`src/hw/io_fault_regs.vh`:
```
// register map, field positions, reset values and timing counts of the fault/parameter block
// ****************************************************************
// ****************************************************************
`ifndef IO_FAULT_REGS_VH
`define IO_FAULT_REGS_VH

// word addresses, one per 32-bit register
`define REG_SYS_PARAM 4'h0
`define REG_VALVE_UNIT 4'h1
`define REG_VALVE_OPEN_EN 4'h2
`define REG_FAULT_MODE_LO 4'h3
`define REG_FAULT_MODE_HI 4'h4
`define REG_DIN_UNIT 4'h5
`define REG_DIN_OPEN_EN 4'h6
`define REG_VALVE_OUT 4'h7
`define REG_SYS_DIAG 4'h8
`define REG_IRQ_STATUS 4'h9
`define REG_IRQ_MASK 4'hA
`define REG_DIN_STATE 4'hB
`define REG_CH_ERR_VALVE 4'hC
`define REG_CH_ERR_DIN 4'hD

// system parameter fields
`define SYS_CTRL_MON_BIT 0
`define SYS_OUT_MON_BIT 1
`define SYS_SRC_SW_BIT 2
// valve unit fields
`define VU_SHORT_MON_BIT 0
`define VU_AUTO_RST_BIT 1
// input unit fields
`define DU_SHORT_MON_BIT 0
`define DU_INRUSH_BIT 1
`define DU_FILT_LSB 2
`define DU_EXT_LSB 4
`define DU_AUTO_RST_BIT 6

// fault mode codes
`define FM_CLEAR 2'h0
`define FM_FORCE 2'h1
`define FM_HOLD 2'h2

// diagnostic word bits
`define DIAG_OPEN_BIT 5
`define DIAG_SHORT_BIT 6
`define DIAG_SENSOR_SHORT_BIT 7
`define DIAG_OUT_SUPPLY_BIT 8
`define DIAG_CTRL_SUPPLY_BIT 9

// reset values
`define SYS_PARAM_RST 32'h0000_0000
`define VALVE_UNIT_RST 32'h0000_0000
`define DIN_UNIT_RST 32'h0000_0014
`define FAULT_MODE_RST 32'h0000_0000

// timing, figures in microseconds, clock 25 MHz
`define CLK_MHZ 25
`define INRUSH_US 100000
`define FILT0_US 100
`define FILT1_US 1000
`define FILT2_US 10000
`define FILT3_US 20000
`define EXT0_US 1000
`define EXT1_US 15000
`define EXT2_US 100000
`define EXT3_US 200000
`define US_TO_CYC(u) ((u) * `CLK_MHZ)

`endif

```
`src/hw/io_fault_param.v`:
```
// parameter registers, fault monitors and comm-loss output control of the I/O system
//
// Design decisions made here: the Avalon-MM slave port and the placing of the registers.
`timescale 1ns/1ps
`include "io_fault_regs.vh"

module io_fault_param (
    // clock and reset
    input wire mclk_in,
    input wire rst_in,
    input wire ce_in,
    // avalon-mm slave
    input wire [3:0] avs_address_in,
    input wire avs_read_in,
    input wire avs_write_in,
    input wire [31:0] avs_writedata_in,
    output reg [31:0] avs_readdata_out,
    output reg avs_waitrequest_out,
    // supply and fault sense pins
    input wire ctrl_supply_bad_in,
    input wire out_supply_bad_in,
    input wire valve_short_in,
    input wire [31:0] valve_open_in,
    input wire sensor_short_in,
    input wire inrush_in,
    input wire [15:0] din_open_in,
    // link state and switch
    input wire comm_error_in,
    input wire [1:0] switch_mode_in,
    // digital inputs
    input wire [15:0] din_pin_in,
    // outputs
    output reg [31:0] valve_drive_out,
    output reg [15:0] din_state_out,
    output reg [15:0] sys_diag_out,
    output reg irq_out
);

    reg [31:0] sys_param;
    reg [31:0] valve_unit;
    reg [31:0] valve_open_en;
    reg [31:0] fault_mode_lo;
    reg [31:0] fault_mode_hi;
    reg [31:0] din_unit;
    reg [15:0] din_open_en;
    reg [31:0] valve_out;
    reg [15:0] irq_status;
    reg [15:0] irq_mask;
    reg [31:0] ch_err_valve;
    reg [15:0] ch_err_din;
    reg valve_short_err;
    reg sensor_short_err;
    reg [22:0] inrush_cnt;
    reg [31:0] hold_val;
    reg acked;

    // 3-flop synchronisers for pins outside the clock domain
    reg [55:0] s1;
    reg [55:0] s2;
    reg [55:0] s3;
    wire [55:0] raw = {switch_mode_in, comm_error_in, inrush_in, sensor_short_in,
                       valve_short_in, out_supply_bad_in, ctrl_supply_bad_in,
                       din_open_in, valve_open_in};
    reg [55:0] clean;

    wire [31:0] v_open = clean[31:0];
    wire [15:0] d_open = clean[47:32];
    wire ctrl_bad = clean[48];
    wire out_bad = clean[49];
    wire v_short = clean[50];
    wire s_short = clean[51];
    wire inrush = clean[52];
    wire comm_err = clean[53];
    wire [1:0] sw_mode = clean[55:54];

    wire [15:0] din_st;
    wire [22:0] filt_cyc;
    wire [22:0] ext_cyc;
    wire [1:0] filt_sel = din_unit[`DU_FILT_LSB+1:`DU_FILT_LSB];
    wire [1:0] ext_sel = din_unit[`DU_EXT_LSB+1:`DU_EXT_LSB];
    wire [63:0] fmode = {fault_mode_hi, fault_mode_lo};

    // inputs rely on the same settings for every channel of the unit
    wire [31:0] filt_cyc_full;
    wire [31:0] ext_cyc_full;
    wire [31:0] inrush_cyc_full = `US_TO_CYC(`INRUSH_US);
    assign filt_cyc_full = (filt_sel == 2'h0) ? `US_TO_CYC(`FILT0_US) :
                           (filt_sel == 2'h1) ? `US_TO_CYC(`FILT1_US) :
                           (filt_sel == 2'h2) ? `US_TO_CYC(`FILT2_US) :
                           `US_TO_CYC(`FILT3_US);
    assign ext_cyc_full = (ext_sel == 2'h0) ? `US_TO_CYC(`EXT0_US) :
                          (ext_sel == 2'h1) ? `US_TO_CYC(`EXT1_US) :
                          (ext_sel == 2'h2) ? `US_TO_CYC(`EXT2_US) :
                          `US_TO_CYC(`EXT3_US);
    // longest count is 5,000,000 cycles, so 23 bits hold every choice
    assign filt_cyc = filt_cyc_full[22:0];
    assign ext_cyc = ext_cyc_full[22:0];

    // ************************************************************
    // input channels
    // ************************************************************
    genvar gi;
    generate
        for (gi = 0; gi < 16; gi = gi + 1) begin : g_din
            din_channel u_ch (
                .mclk_in(mclk_in),
                .rst_in(rst_in),
                .ce_in(ce_in),
                .filt_cyc_in(filt_cyc),
                .ext_cyc_in(ext_cyc),
                .pin_in(din_pin_in[gi]),
                .state_out(din_st[gi])
            );
        end
    endgenerate

    // ************************************************************
    // fault evaluation
    // ************************************************************
    wire inrush_mask = din_unit[`DU_INRUSH_BIT] && (inrush_cnt != 23'h00_0000);
    wire sens_short_seen = s_short && din_unit[`DU_SHORT_MON_BIT] && !inrush_mask;
    wire valve_short_seen = v_short && valve_unit[`VU_SHORT_MON_BIT];
    wire [31:0] next_ch_err_valve = v_open & valve_open_en;
    wire [15:0] next_ch_err_din = d_open & din_open_en;

    reg [15:0] next_diag;
    always @* begin
        next_diag = 16'h0000;
        next_diag[`DIAG_OPEN_BIT] = (|next_ch_err_valve) | (|next_ch_err_din);
        next_diag[`DIAG_SHORT_BIT] = valve_short_err;
        next_diag[`DIAG_SENSOR_SHORT_BIT] = sensor_short_err;
        next_diag[`DIAG_OUT_SUPPLY_BIT] = out_bad && sys_param[`SYS_OUT_MON_BIT];
        next_diag[`DIAG_CTRL_SUPPLY_BIT] = ctrl_bad && sys_param[`SYS_CTRL_MON_BIT];
    end

    // output source: software codes per channel, else the switch for all
    reg [31:0] next_drive;
    reg [1:0] mode;
    integer k;
    always @* begin
        next_drive = valve_out;
        mode = 2'h0;
        if (comm_err) begin
            for (k = 0; k < 32; k = k + 1) begin
                mode = sys_param[`SYS_SRC_SW_BIT] ? fmode[2*k +: 2] : sw_mode;
                case (mode)
                    `FM_FORCE: next_drive[k] = 1'b1;
                    `FM_HOLD: next_drive[k] = hold_val[k];
                    default: next_drive[k] = 1'b0;
                endcase
            end
        end
    end

    // ************************************************************
    // bus decode
    // ************************************************************
    wire access = (avs_read_in || avs_write_in) && !acked;
    reg [31:0] rd_mux;
    always @* begin
        case (avs_address_in)
            `REG_SYS_PARAM: rd_mux = sys_param;
            `REG_VALVE_UNIT: rd_mux = valve_unit;
            `REG_VALVE_OPEN_EN: rd_mux = valve_open_en;
            `REG_FAULT_MODE_LO: rd_mux = fault_mode_lo;
            `REG_FAULT_MODE_HI: rd_mux = fault_mode_hi;
            `REG_DIN_UNIT: rd_mux = din_unit;
            `REG_DIN_OPEN_EN: rd_mux = {16'h0000, din_open_en};
            `REG_VALVE_OUT: rd_mux = valve_out;
            `REG_SYS_DIAG: rd_mux = {16'h0000, sys_diag_out};
            `REG_IRQ_STATUS: rd_mux = {16'h0000, irq_status};
            `REG_IRQ_MASK: rd_mux = {16'h0000, irq_mask};
            `REG_DIN_STATE: rd_mux = {16'h0000, din_state_out};
            `REG_CH_ERR_VALVE: rd_mux = ch_err_valve;
            `REG_CH_ERR_DIN: rd_mux = {16'h0000, ch_err_din};
            default: rd_mux = 32'h0000_0000;
        endcase
    end
    wire status_rd = access && avs_read_in && (avs_address_in == `REG_IRQ_STATUS);
    // diagnostic bit that just rose becomes an interrupt event
    wire [15:0] diag_rise = next_diag & ~sys_diag_out;

    // ************************************************************
    // state
    // ************************************************************
    always @(posedge mclk_in) begin
        if (rst_in) begin
            s1 <= 56'h0;
            s2 <= 56'h0;
            s3 <= 56'h0;
            clean <= 56'h0;
            sys_param <= `SYS_PARAM_RST;
            valve_unit <= `VALVE_UNIT_RST;
            valve_open_en <= 32'h0000_0000;
            fault_mode_lo <= `FAULT_MODE_RST;
            fault_mode_hi <= `FAULT_MODE_RST;
            din_unit <= `DIN_UNIT_RST;
            din_open_en <= 16'h0000;
            valve_out <= 32'h0000_0000;
            irq_status <= 16'h0000;
            irq_mask <= 16'h0000;
            ch_err_valve <= 32'h0000_0000;
            ch_err_din <= 16'h0000;
            valve_short_err <= 1'b0;
            sensor_short_err <= 1'b0;
            inrush_cnt <= 23'h00_0000;
            hold_val <= 32'h0000_0000;
            acked <= 1'b0;
            avs_readdata_out <= 32'h0000_0000;
            avs_waitrequest_out <= 1'b1;
            valve_drive_out <= 32'h0000_0000;
            din_state_out <= 16'h0000;
            sys_diag_out <= 16'h0000;
            irq_out <= 1'b0;
        end else if (ce_in) begin
            s1 <= raw;
            s2 <= s1;
            s3 <= s2;
            clean <= (s2 == s3) ? s3 : clean;
            // one wait cycle, then the answer; acked blocks a double take
            avs_waitrequest_out <= ~access;
            acked <= access;
            if (access && avs_read_in) begin
                avs_readdata_out <= rd_mux;
            end
            // the write lands in the answer cycle, where the master sees waitrequest low
            if (acked && avs_write_in) begin
                case (avs_address_in)
                    `REG_SYS_PARAM: sys_param <= avs_writedata_in & 32'h0000_0007;
                    `REG_VALVE_UNIT: valve_unit <= avs_writedata_in & 32'h0000_0003;
                    `REG_VALVE_OPEN_EN: valve_open_en <= avs_writedata_in;
                    `REG_FAULT_MODE_LO: fault_mode_lo <= avs_writedata_in;
                    `REG_FAULT_MODE_HI: fault_mode_hi <= avs_writedata_in;
                    `REG_DIN_UNIT: din_unit <= avs_writedata_in & 32'h0000_007F;
                    `REG_DIN_OPEN_EN: din_open_en <= avs_writedata_in[15:0];
                    `REG_VALVE_OUT: valve_out <= avs_writedata_in;
                    `REG_IRQ_MASK: irq_mask <= avs_writedata_in[15:0];
                    default: ;
                endcase
            end
            // inrush window restarts on every inrush event
            if (inrush) begin
                inrush_cnt <= inrush_cyc_full[22:0];
            end else if (inrush_cnt != 23'h00_0000) begin
                inrush_cnt <= inrush_cnt - 23'h00_0001;
            end
            // manual mode latches until reset or until the short monitor is switched off; auto follows the fault
            if (valve_short_seen) begin
                valve_short_err <= 1'b1;
            end else if (valve_unit[`VU_AUTO_RST_BIT] || !valve_unit[`VU_SHORT_MON_BIT]) begin
                valve_short_err <= 1'b0;
            end
            if (sens_short_seen) begin
                sensor_short_err <= 1'b1;
            end else if (din_unit[`DU_AUTO_RST_BIT] || !din_unit[`DU_SHORT_MON_BIT]) begin
                sensor_short_err <= 1'b0;
            end
            ch_err_valve <= next_ch_err_valve;
            ch_err_din <= next_ch_err_din;
            if (!comm_err) begin
                hold_val <= valve_out;
            end
            valve_drive_out <= next_drive;
            din_state_out <= din_st;
            sys_diag_out <= next_diag;
            // set wins over the read clear
            irq_status <= (status_rd ? 16'h0000 : irq_status) | diag_rise;
            irq_out <= |(((status_rd ? 16'h0000 : irq_status) | diag_rise) & irq_mask);
        end
    end

endmodule // io_fault_param

```
`src/hw/din_channel.v`:
```
// one digital input channel: synchroniser, glitch filter and pulse extension
`timescale 1ns/1ps
`include "io_fault_regs.vh"

module din_channel (
    // clock
    input wire mclk_in,
    input wire rst_in,
    input wire ce_in,
    // timing selects
    input wire [22:0] filt_cyc_in,
    input wire [22:0] ext_cyc_in,
    // pin and result
    input wire pin_in,
    output reg state_out
);

    reg sync1;
    reg sync2;
    reg sync3;
    reg filtered;
    reg [22:0] filt_cnt;
    reg [22:0] ext_cnt;

    // ************************************************************
    // filter and extend
    // ************************************************************
    always @(posedge mclk_in) begin
        if (rst_in) begin
            sync1 <= 1'b0;
            sync2 <= 1'b0;
            sync3 <= 1'b0;
            filtered <= 1'b0;
            filt_cnt <= 23'h00_0000;
            ext_cnt <= 23'h00_0000;
            state_out <= 1'b0;
        end else if (ce_in) begin
            sync1 <= pin_in;
            sync2 <= sync1;
            sync3 <= sync2;
            // a level must stand for the filter time before it is believed
            if (sync2 != sync3 || sync3 == filtered) begin
                filt_cnt <= 23'h00_0000;
            end else if (filt_cnt + 23'h00_0001 >= filt_cyc_in) begin
                filtered <= sync3;
                filt_cnt <= 23'h00_0000;
            end else begin
                filt_cnt <= filt_cnt + 23'h00_0001;
            end
            if (filtered) begin
                ext_cnt <= ext_cyc_in;
                state_out <= 1'b1;
            end else if (ext_cnt != 23'h00_0000) begin
                ext_cnt <= ext_cnt - 23'h00_0001;
                state_out <= 1'b1;
            end else begin
                state_out <= 1'b0;
            end
        end
    end

endmodule // din_channel

```
`config.mk`:
```
export PLATFORM = sky130hd
export DESIGN_NAME = io_fault_param
export DESIGN_NICKNAME = d
export VERILOG_FILES = /design/src/hw/io_fault_param.v /design/src/hw/din_channel.v
export VERILOG_INCLUDE_DIRS = /design/src /design/src/hw
export SDC_FILE = /design/constraint.sdc
export NUM_CORES = 2
export LEC_CHECK = 0
export BUFFER_PORTS_ARGS = -buffer_cell sky130_fd_sc_hd__buf_2
export CORE_MARGIN = 2
export CORE_UTILIZATION = 45
export CTS_CLUSTER_DIAMETER = 120
export CTS_CLUSTER_SIZE = 30
export DETAILED_ROUTE_END_ITERATION = 16
export SYNTH_ARGS = -nofsm -noshare
export SYNTH_HDL_FRONTEND = slang
export SYNTH_SLANG_ARGS = --single-unit
```
`constraint.sdc`:
```
create_clock -name mclk_in -period 4.95 [get_ports mclk_in]
set_input_delay 0.99 -clock mclk_in [delete_from_list [all_inputs] [get_ports mclk_in]]
set_output_delay 0.99 -clock mclk_in [all_outputs]
set_load 0.005 [all_outputs]
```
---- Word-level counts from Yosys, hierarchy flattened ----
Cells that the tools add are included.
cells by class
  add/subtract/negate cells ............... 33
  order comparisons ....................... 16
  equal/unequal tests ..................... 114
  multiplexer cells ....................... 175
  bitwise operators ....................... 25
  reductions and logical operators ........ 122
operators with widths
  cell                                                 count
  2-to-1 mux 23 bit                                    69
  case mux 32 bit (14 select lines)                    1
  nonzero test 23 bit                                  17
  subtractor 23 x 1 -> 23 bit (second input constant)  17
  adder 23 x 1 -> 23 bit (second input constant)       16
  greater-or-equal comparator 23 x 19 -> 1 bit         16
  AND reduction 3 bit                                  25
  == test 2 x 1 -> 1 bit (second input constant)       34
  == test 2 bit (second input constant)                34
  2-to-1 mux 2 bit                                     32
  case mux 1 bit (2 select lines)                      32
  2-to-1 mux 19 bit                                    3
  == test 56 bit                                       1
  AND reduction 2 bit                                  22
  nonzero test 2 bit                                   19
  2-to-1 mux 1 bit                                     36
  AND 16 bit                                           2
  AND 32 bit                                           1
  2-to-1 mux 32 bit                                    1
  OR reduction 16 bit                                  2
  OR reduction 32 bit                                  1
  == test 4 bit (second input constant)                6
  logical OR 1 bit                                     19
  NOT 1 bit                                            18
  14 further kinds                                     61
storage, ports and cells
  bits in registers ....................... 1421
  input bits .............................. 113
  output and inout port bits .............. 98
  logic and storage cells ................. 624

---- Logic depth before layout (Yosys ltp) ----
  depth after elaboration ................. 8
  gate-level depth with buffers ........... 18

---- By module ----
Synthesis repeated with hierarchy kept, for this count alone.
unflattened totals
  cells, all modules ...................... 10430
  area, all modules ....................... 82246.4 sq um
modules (own cells, without submodules)
  module                           times used  cells an instance  area each (sq um)  seq. area each (sq um)
  din_channel (g_din[0].u_ch ...)  15          458                3502.1             1021.0
  io_fault_param                   1           3088               26106.3            12111.6
  din_channel (g_din[14].u_ch)     1           472                3608.5             1021.0

---- Least setup slack after synthesis ----
No wires, ideal clock.
  kind .................................... flip-flop to flip-flop
  start ................................... register din_unit[2]
  end ..................................... register g_din[3].u_ch.filt_cnt[2]
  setup time .............................. 57 ps
  arrival ................................. 4740 ps
  required time ........................... 4893 ps
  path slack .............................. 153 ps
  cell stages (with the launch flop) ...... 15
  path buffers ............................ 1
  period minus slack after synthesis ...... 4797 ps
  cells stage by stage .................... dfxtp_1 inv_1 ha_1 inv_1 nand2_1 ha_1 nand2_1 nor2_1 a211oi_1 o21ai_0 or4_1 or4_1 clkbuf_1 nor3b_1 a21o_1
on the way
  longest elaborated chain between the ends .. 7
ends and longest elaborated chain
  what                                              line                  RTL
  from (decl)                                       io_fault_param.v:44   reg [31:0] din_unit;
  from (signal assigned)                            io_fault_param.v:197  din_unit <= `DIN_UNIT_RST;
  from (signal assigned)                            io_fault_param.v:234  `REG_DIN_UNIT: din_unit <= avs_writedata_in & 32'h0000_007F;
  == test 2 bit                                     io_fault_param.v:89   (filt_sel == 2'h2) ? `US_TO_CYC(`FILT2_US) :
  2-to-1 mux 19 bit (no line) (2 in series)         -
  2-to-1 mux 19 bit (no line) (*)                   -
  greater-or-equal comparator 23 x 19 -> 1 bit (*)  din_channel.v:44      end else if (filt_cnt + 23'h00_0001 >= filt_cyc_in) begin
  2-to-1 mux 23 bit (*)                             din_channel.v:44
  2-to-1 mux 23 bit (*)                             din_channel.v:42      if (sync2 != sync3 || sync3 == filtered) begin
  to (signal assigned)                              din_channel.v:48      filt_cnt <= filt_cnt + 23'h00_0001;
  to (decl)                                         din_channel.v:22      reg [22:0] filt_cnt;
Mark *: on every way between the ends. The rest lies on a longest branch, timed or not.
A chain may end at the register's enable or synchronous reset.

---- Worst setup path in the final report ----
  start ................................... register g_din[11].u_ch.filt_cnt[0]
  end ..................................... register g_din[11].u_ch.filt_cnt[5]
on the way
  longest elaborated chain between the ends .. 4
ends and longest elaborated chain
  what                                          line
  from (decl)                                   din_channel.v:22
  from (signal assigned)                        din_channel.v:48
  adder 23 x 1 -> 23 bit (*)                    din_channel.v:44, din_channel.v:48
  greater-or-equal comparator 23 x 19 -> 1 bit  din_channel.v:44
  2-to-1 mux 23 bit (*)                         din_channel.v:44
  2-to-1 mux 23 bit (*)                         din_channel.v:42
Marked as above.

==> summary.md <==
| Metric | Value |
|---|---|
| Fraction of final layout cells with drive strength greater than 1 | `0.0614` |
| Num CTS Buffers | `54` |
| Initial DRT Pass Iterations | `8` |
| Hold path endpoint | `g_din[1].u_ch.ext_cnt[22]$_SDFFE_PP0P_` |
| Minimum setup slack among reg-to-reg paths | `340 ps` |
| Largest area contributor in the synthesized netlist | `dfxtp_1` |
| Most used cell, CP | `a21o_1` |
| Sequential cell area | `28400 um2` |
| Number of core rows | `148` |
| Die span in x | `408 um` |
| Element type at the critical path end | `flip-flop` |
| Core Area | `162000 um2` |
| Post-synthesis instance area | `73500 um2` |
| Total I/O pin count | `211` |
| Share of the synthesized area in the top cell type | `0.387` |
| Half-perimeter wire length after placement | `155000 um` |
| Overall Global Routing Usage | `0.261` |
| Layout fillers | `15800` |
| Average wire per cell in the routed design | `20.5 um` |
| R2R cell count | `16` |
| Crit path arrival time | `5290 ps` |
| Post-Syn Instances | `9024` |
| TNS Setup | `0 ps` |
| Relative area change from synthesis to final layout | `6.10%` |
| Number of buffers inserted by post-CTS setup repair | `0` |
| Via density | `5.95` |
| CTS Hold Bufs | `0` |
| Most common library cell in the layout ignoring fill and taps | `dfxtp_1` |
| Distinct cells, synth | `94` |
| Post-layout util | `0.480` |
| Initial Utilization | `0.452` |
| Ordered cell list for the critical path | `ha_1 -> inv_1 -> or2_2 -> or3_1 -> nor2_1 -> nand2_1 -> xnor2_1 -> ha_1 -> a21o_1 -> a21o_1 -> a21oi_1 -> o21ai_0 -> nor3_1 -> nand4_1 -> o21ai_0 -> a21o_1` |
| Least-Margin Pin Slew | `1200 ps` |
| Remaining design rule violation count | `0` |
| CTS sink cnt | `1421` |
| Vias post-DR | `65800` |
| RR Startpoint | `g_din[11].u_ch.filt_cnt[0]$_SDFFE_PP0P_` |
| Resized Gates After CTS | `0` |
| Max Clk Rate | `217 MHz` |
| Maximum vdd drop | `0.000277 V` |
| Clock Path Buffers | `3` |
| Final Hold Violating Endpoints | `0` |
| Setup repair after global routing missed its margin | `false` |
| Share of the clock period used by the worst path | `0.931` |
| Avg Inst Size Synth | `8.14 um2` |
| Skew final | `51.5 ps` |
| Wire length after detailed routing | `227000 um` |
| Drt first-iter violations | `6087` |
| Kind of launch point of the worst setup path | `flip-flop` |
| Pins over their slew limit | `0` |
| Crit path max fanout | `17` |
| Peak per-stage delay on the critical path | `600 ps` |
| Critical Path RT | `5630 ps` |
| Power per standard cell area | `383 nW/um2` |
| Number of enable-type register cells in the synthesized netlist | `0` |
| Number of warnings issued by yosys | `0` |
| Slowest CP cell | `nand4_1` |
| Max-slew headroom | `0.199` |
| Number of flip-flops and latches in the synthesized netlist | `1421` |
| Total of endpoints with negative setup slack in the final report | `0` |
| Clk root buf | `clkbuf_16` |
| Total number of H-tree levels | `2` |
| Clock transition at path regs | `120 ps` |
| TritonCTS clock tree | `built` |
| Destination of the worst register-to-register timing path | `g_din[11].u_ch.filt_cnt[5]$_SDFFE_PP0P_` |
| Latest clock arrival within the worst-skew pair | `760 ps` |
| Launch instance of the worst min-delay path | `g_din[1].u_ch.ext_cnt[22]$_SDFFE_PP0P_` |
| P_leak | `0.0303 uW` |
| Number of cells on the worst hold path | `2` |
| Maximum number of pins on one net before global-route repair | `168` |
| PortBufs | `199` |
| Global placer's final weighted congestion | `0.908` |
| Cells taking the most area after synthesis | `dfxtp_1, ha_1, a21oi_1` |
| Tmin final | `4610 ps` |
| Die span in y | `408 um` |
| Total area of multi-input combinational cells | `42100 um2` |
| Die area | `167000 um2` |
| Setup slack after placement | `461 ps` |
| DRT antenna net count | `0` |
| Number of maximum-capacitance violations | `0` |
| Wire length of the first global-routing pass | `354000 um` |
| Commonest register cell after synthesis | `dfxtp_1` |
| Vias in the first global route | `60800` |
| Net count, final | `9332` |
| Result of the run | `complete, no violations` |
| Crit Path Class | `reg -> reg` |
| Number of antenna violations at the first check in global routing | `16` |
| Proportion of register bits with asynchronous set or reset after synthesis | `0` |
| Commonest non-fill, non-tap cells in the layout | `dfxtp_1, nand2_1, nor2_1` |
| Fraction of the yosys area taken by sequential cells | `0.387` |
| Worst Hold Class | `reg -> reg` |
| Overflow left after global routing | `0` |
| Minimum setup slack in the final design | `343 ps` |
cell type report:
cell class                      count  share of cell area
Antenna cell                        7            0.000225
Clock buffer                       56              0.0176
Clock inverter                      8             0.00157
Inverter                          224              0.0109
Multi-Input combinational cell   6822               0.541
Sequential cell                  1421               0.365
Tap cell                         2175              0.0349
Timing Repair Buffer              347              0.0292
critical path, delay by kind of cell, from the launching register on:
kind	cells	cell delay, ps
AND/OR/NAND/NOR	6	1980
buffers and inverters	1	140
flip-flops	1	420
AO/OA/AOI/OAI	6	1210
adder cells (fa/ha/maj)	2	620
XOR/XNOR	1	180
synthesized netlist by cell type, types with 157 or more instances:
| master | count |
|---|---|
| nor2_1 | 944 |
| dfxtp_1 | 1421 |
| nand2_1 | 1050 |
| inv_1 | 223 |
| clkbuf_1 | 495 |
| a21oi_1 | 862 |
| o21ai_0 | 416 |
| xnor2_1 | 223 |
| mux2i_1 | 328 |
| nand3_1 | 272 |
| ha_1 | 349 |
| nand4_1 | 157 |
| nor3_1 | 293 |
routing by layer:
layer	track usage	vias to the layer above	wire length, um
met2	0.433	1844	105000
met3	0.0319	382	12700
met5	0	-	99
li1	-	32200	-
met4	0.109	16	10300
met1	0.342	31400	98800
where the power goes:
part	switching (uW)	leakage [uW]	internal, uW
Combinational	6000	0.0180	4020
Sequential	1290	0.0115	12700
Clock	3810	0.000723	2080
cell families after synthesis:
kind of cell / count (synthesis) / synth area share
AOI/OAI and AO/OA: 2248 / 0.196
xor gates and xnor gates: 362 / 0.0431
adders and majority gates: 349 / 0.0594
buffers and inverters: 791 / 0.0415
DFF: 1421 / 0.387
muxes: 333 / 0.0454
other: 1 / 0.0000510
and+or+nand+nor: 3519 / 0.227
flip-flops by register name (all words and copies together) (netlist names), 23 cells and up:
signal / flops
valve_drive_out: 32
fault_mode_lo: 32
s2: 56
inrush_cnt: 23
s1: 56
ch_err_valve: 32
g_din.u_ch.ext_cnt: 368
fault_mode_hi: 32
valve_out: 32
hold_val: 32
clean: 56
valve_open_en: 32
avs_readdata_out: 32
g_din.u_ch.filt_cnt: 368
s3: 56
stage by stage:
step	power, uW	hold slack (ps)	area (um2)	instances
after global routing	32000	455	78000	11100
after CTS	30000	429	77900	11100
after floorplan	21900	431	73500	9034
after detailed placement	24100	443	76400	11000
after global placement	23800	441	76400	11000
final	29900	457	78000	11100
worst max path at each step:
stage / from / end / slack, ps / cells after the start
2_1_floorplan: din_unit[2]$_SDFFE_PP1P_ / g_din[3].u_ch.filt_cnt[2]$_SDFFE_PP0P_ / 150 / 14
3_3_place_gp: g_din[11].u_ch.filt_cnt[0]$_SDFFE_PP0P_ / g_din[11].u_ch.filt_cnt[16]$_SDFFE_PP0P_ / 620 / 16
3_5_place_dp: g_din[11].u_ch.filt_cnt[0]$_SDFFE_PP0P_ / g_din[11].u_ch.filt_cnt[5]$_SDFFE_PP0P_ / 460 / 16
4_1_cts: g_din[11].u_ch.filt_cnt[0]$_SDFFE_PP0P_ / g_din[11].u_ch.filt_cnt[2]$_SDFFE_PP0P_ / 420 / 16
5_1_grt: g_din[14].u_ch.filt_cnt[0]$_SDFFE_PP0P_ / g_din[14].u_ch.filt_cnt[13]$_SDFFE_PP0P_ / 10 / 15
6_report: g_din[11].u_ch.filt_cnt[0]$_SDFFE_PP0P_ / g_din[11].u_ch.filt_cnt[5]$_SDFFE_PP0P_ / 340 / 16
Note: power is estimated with default switching activity, not from simulation.
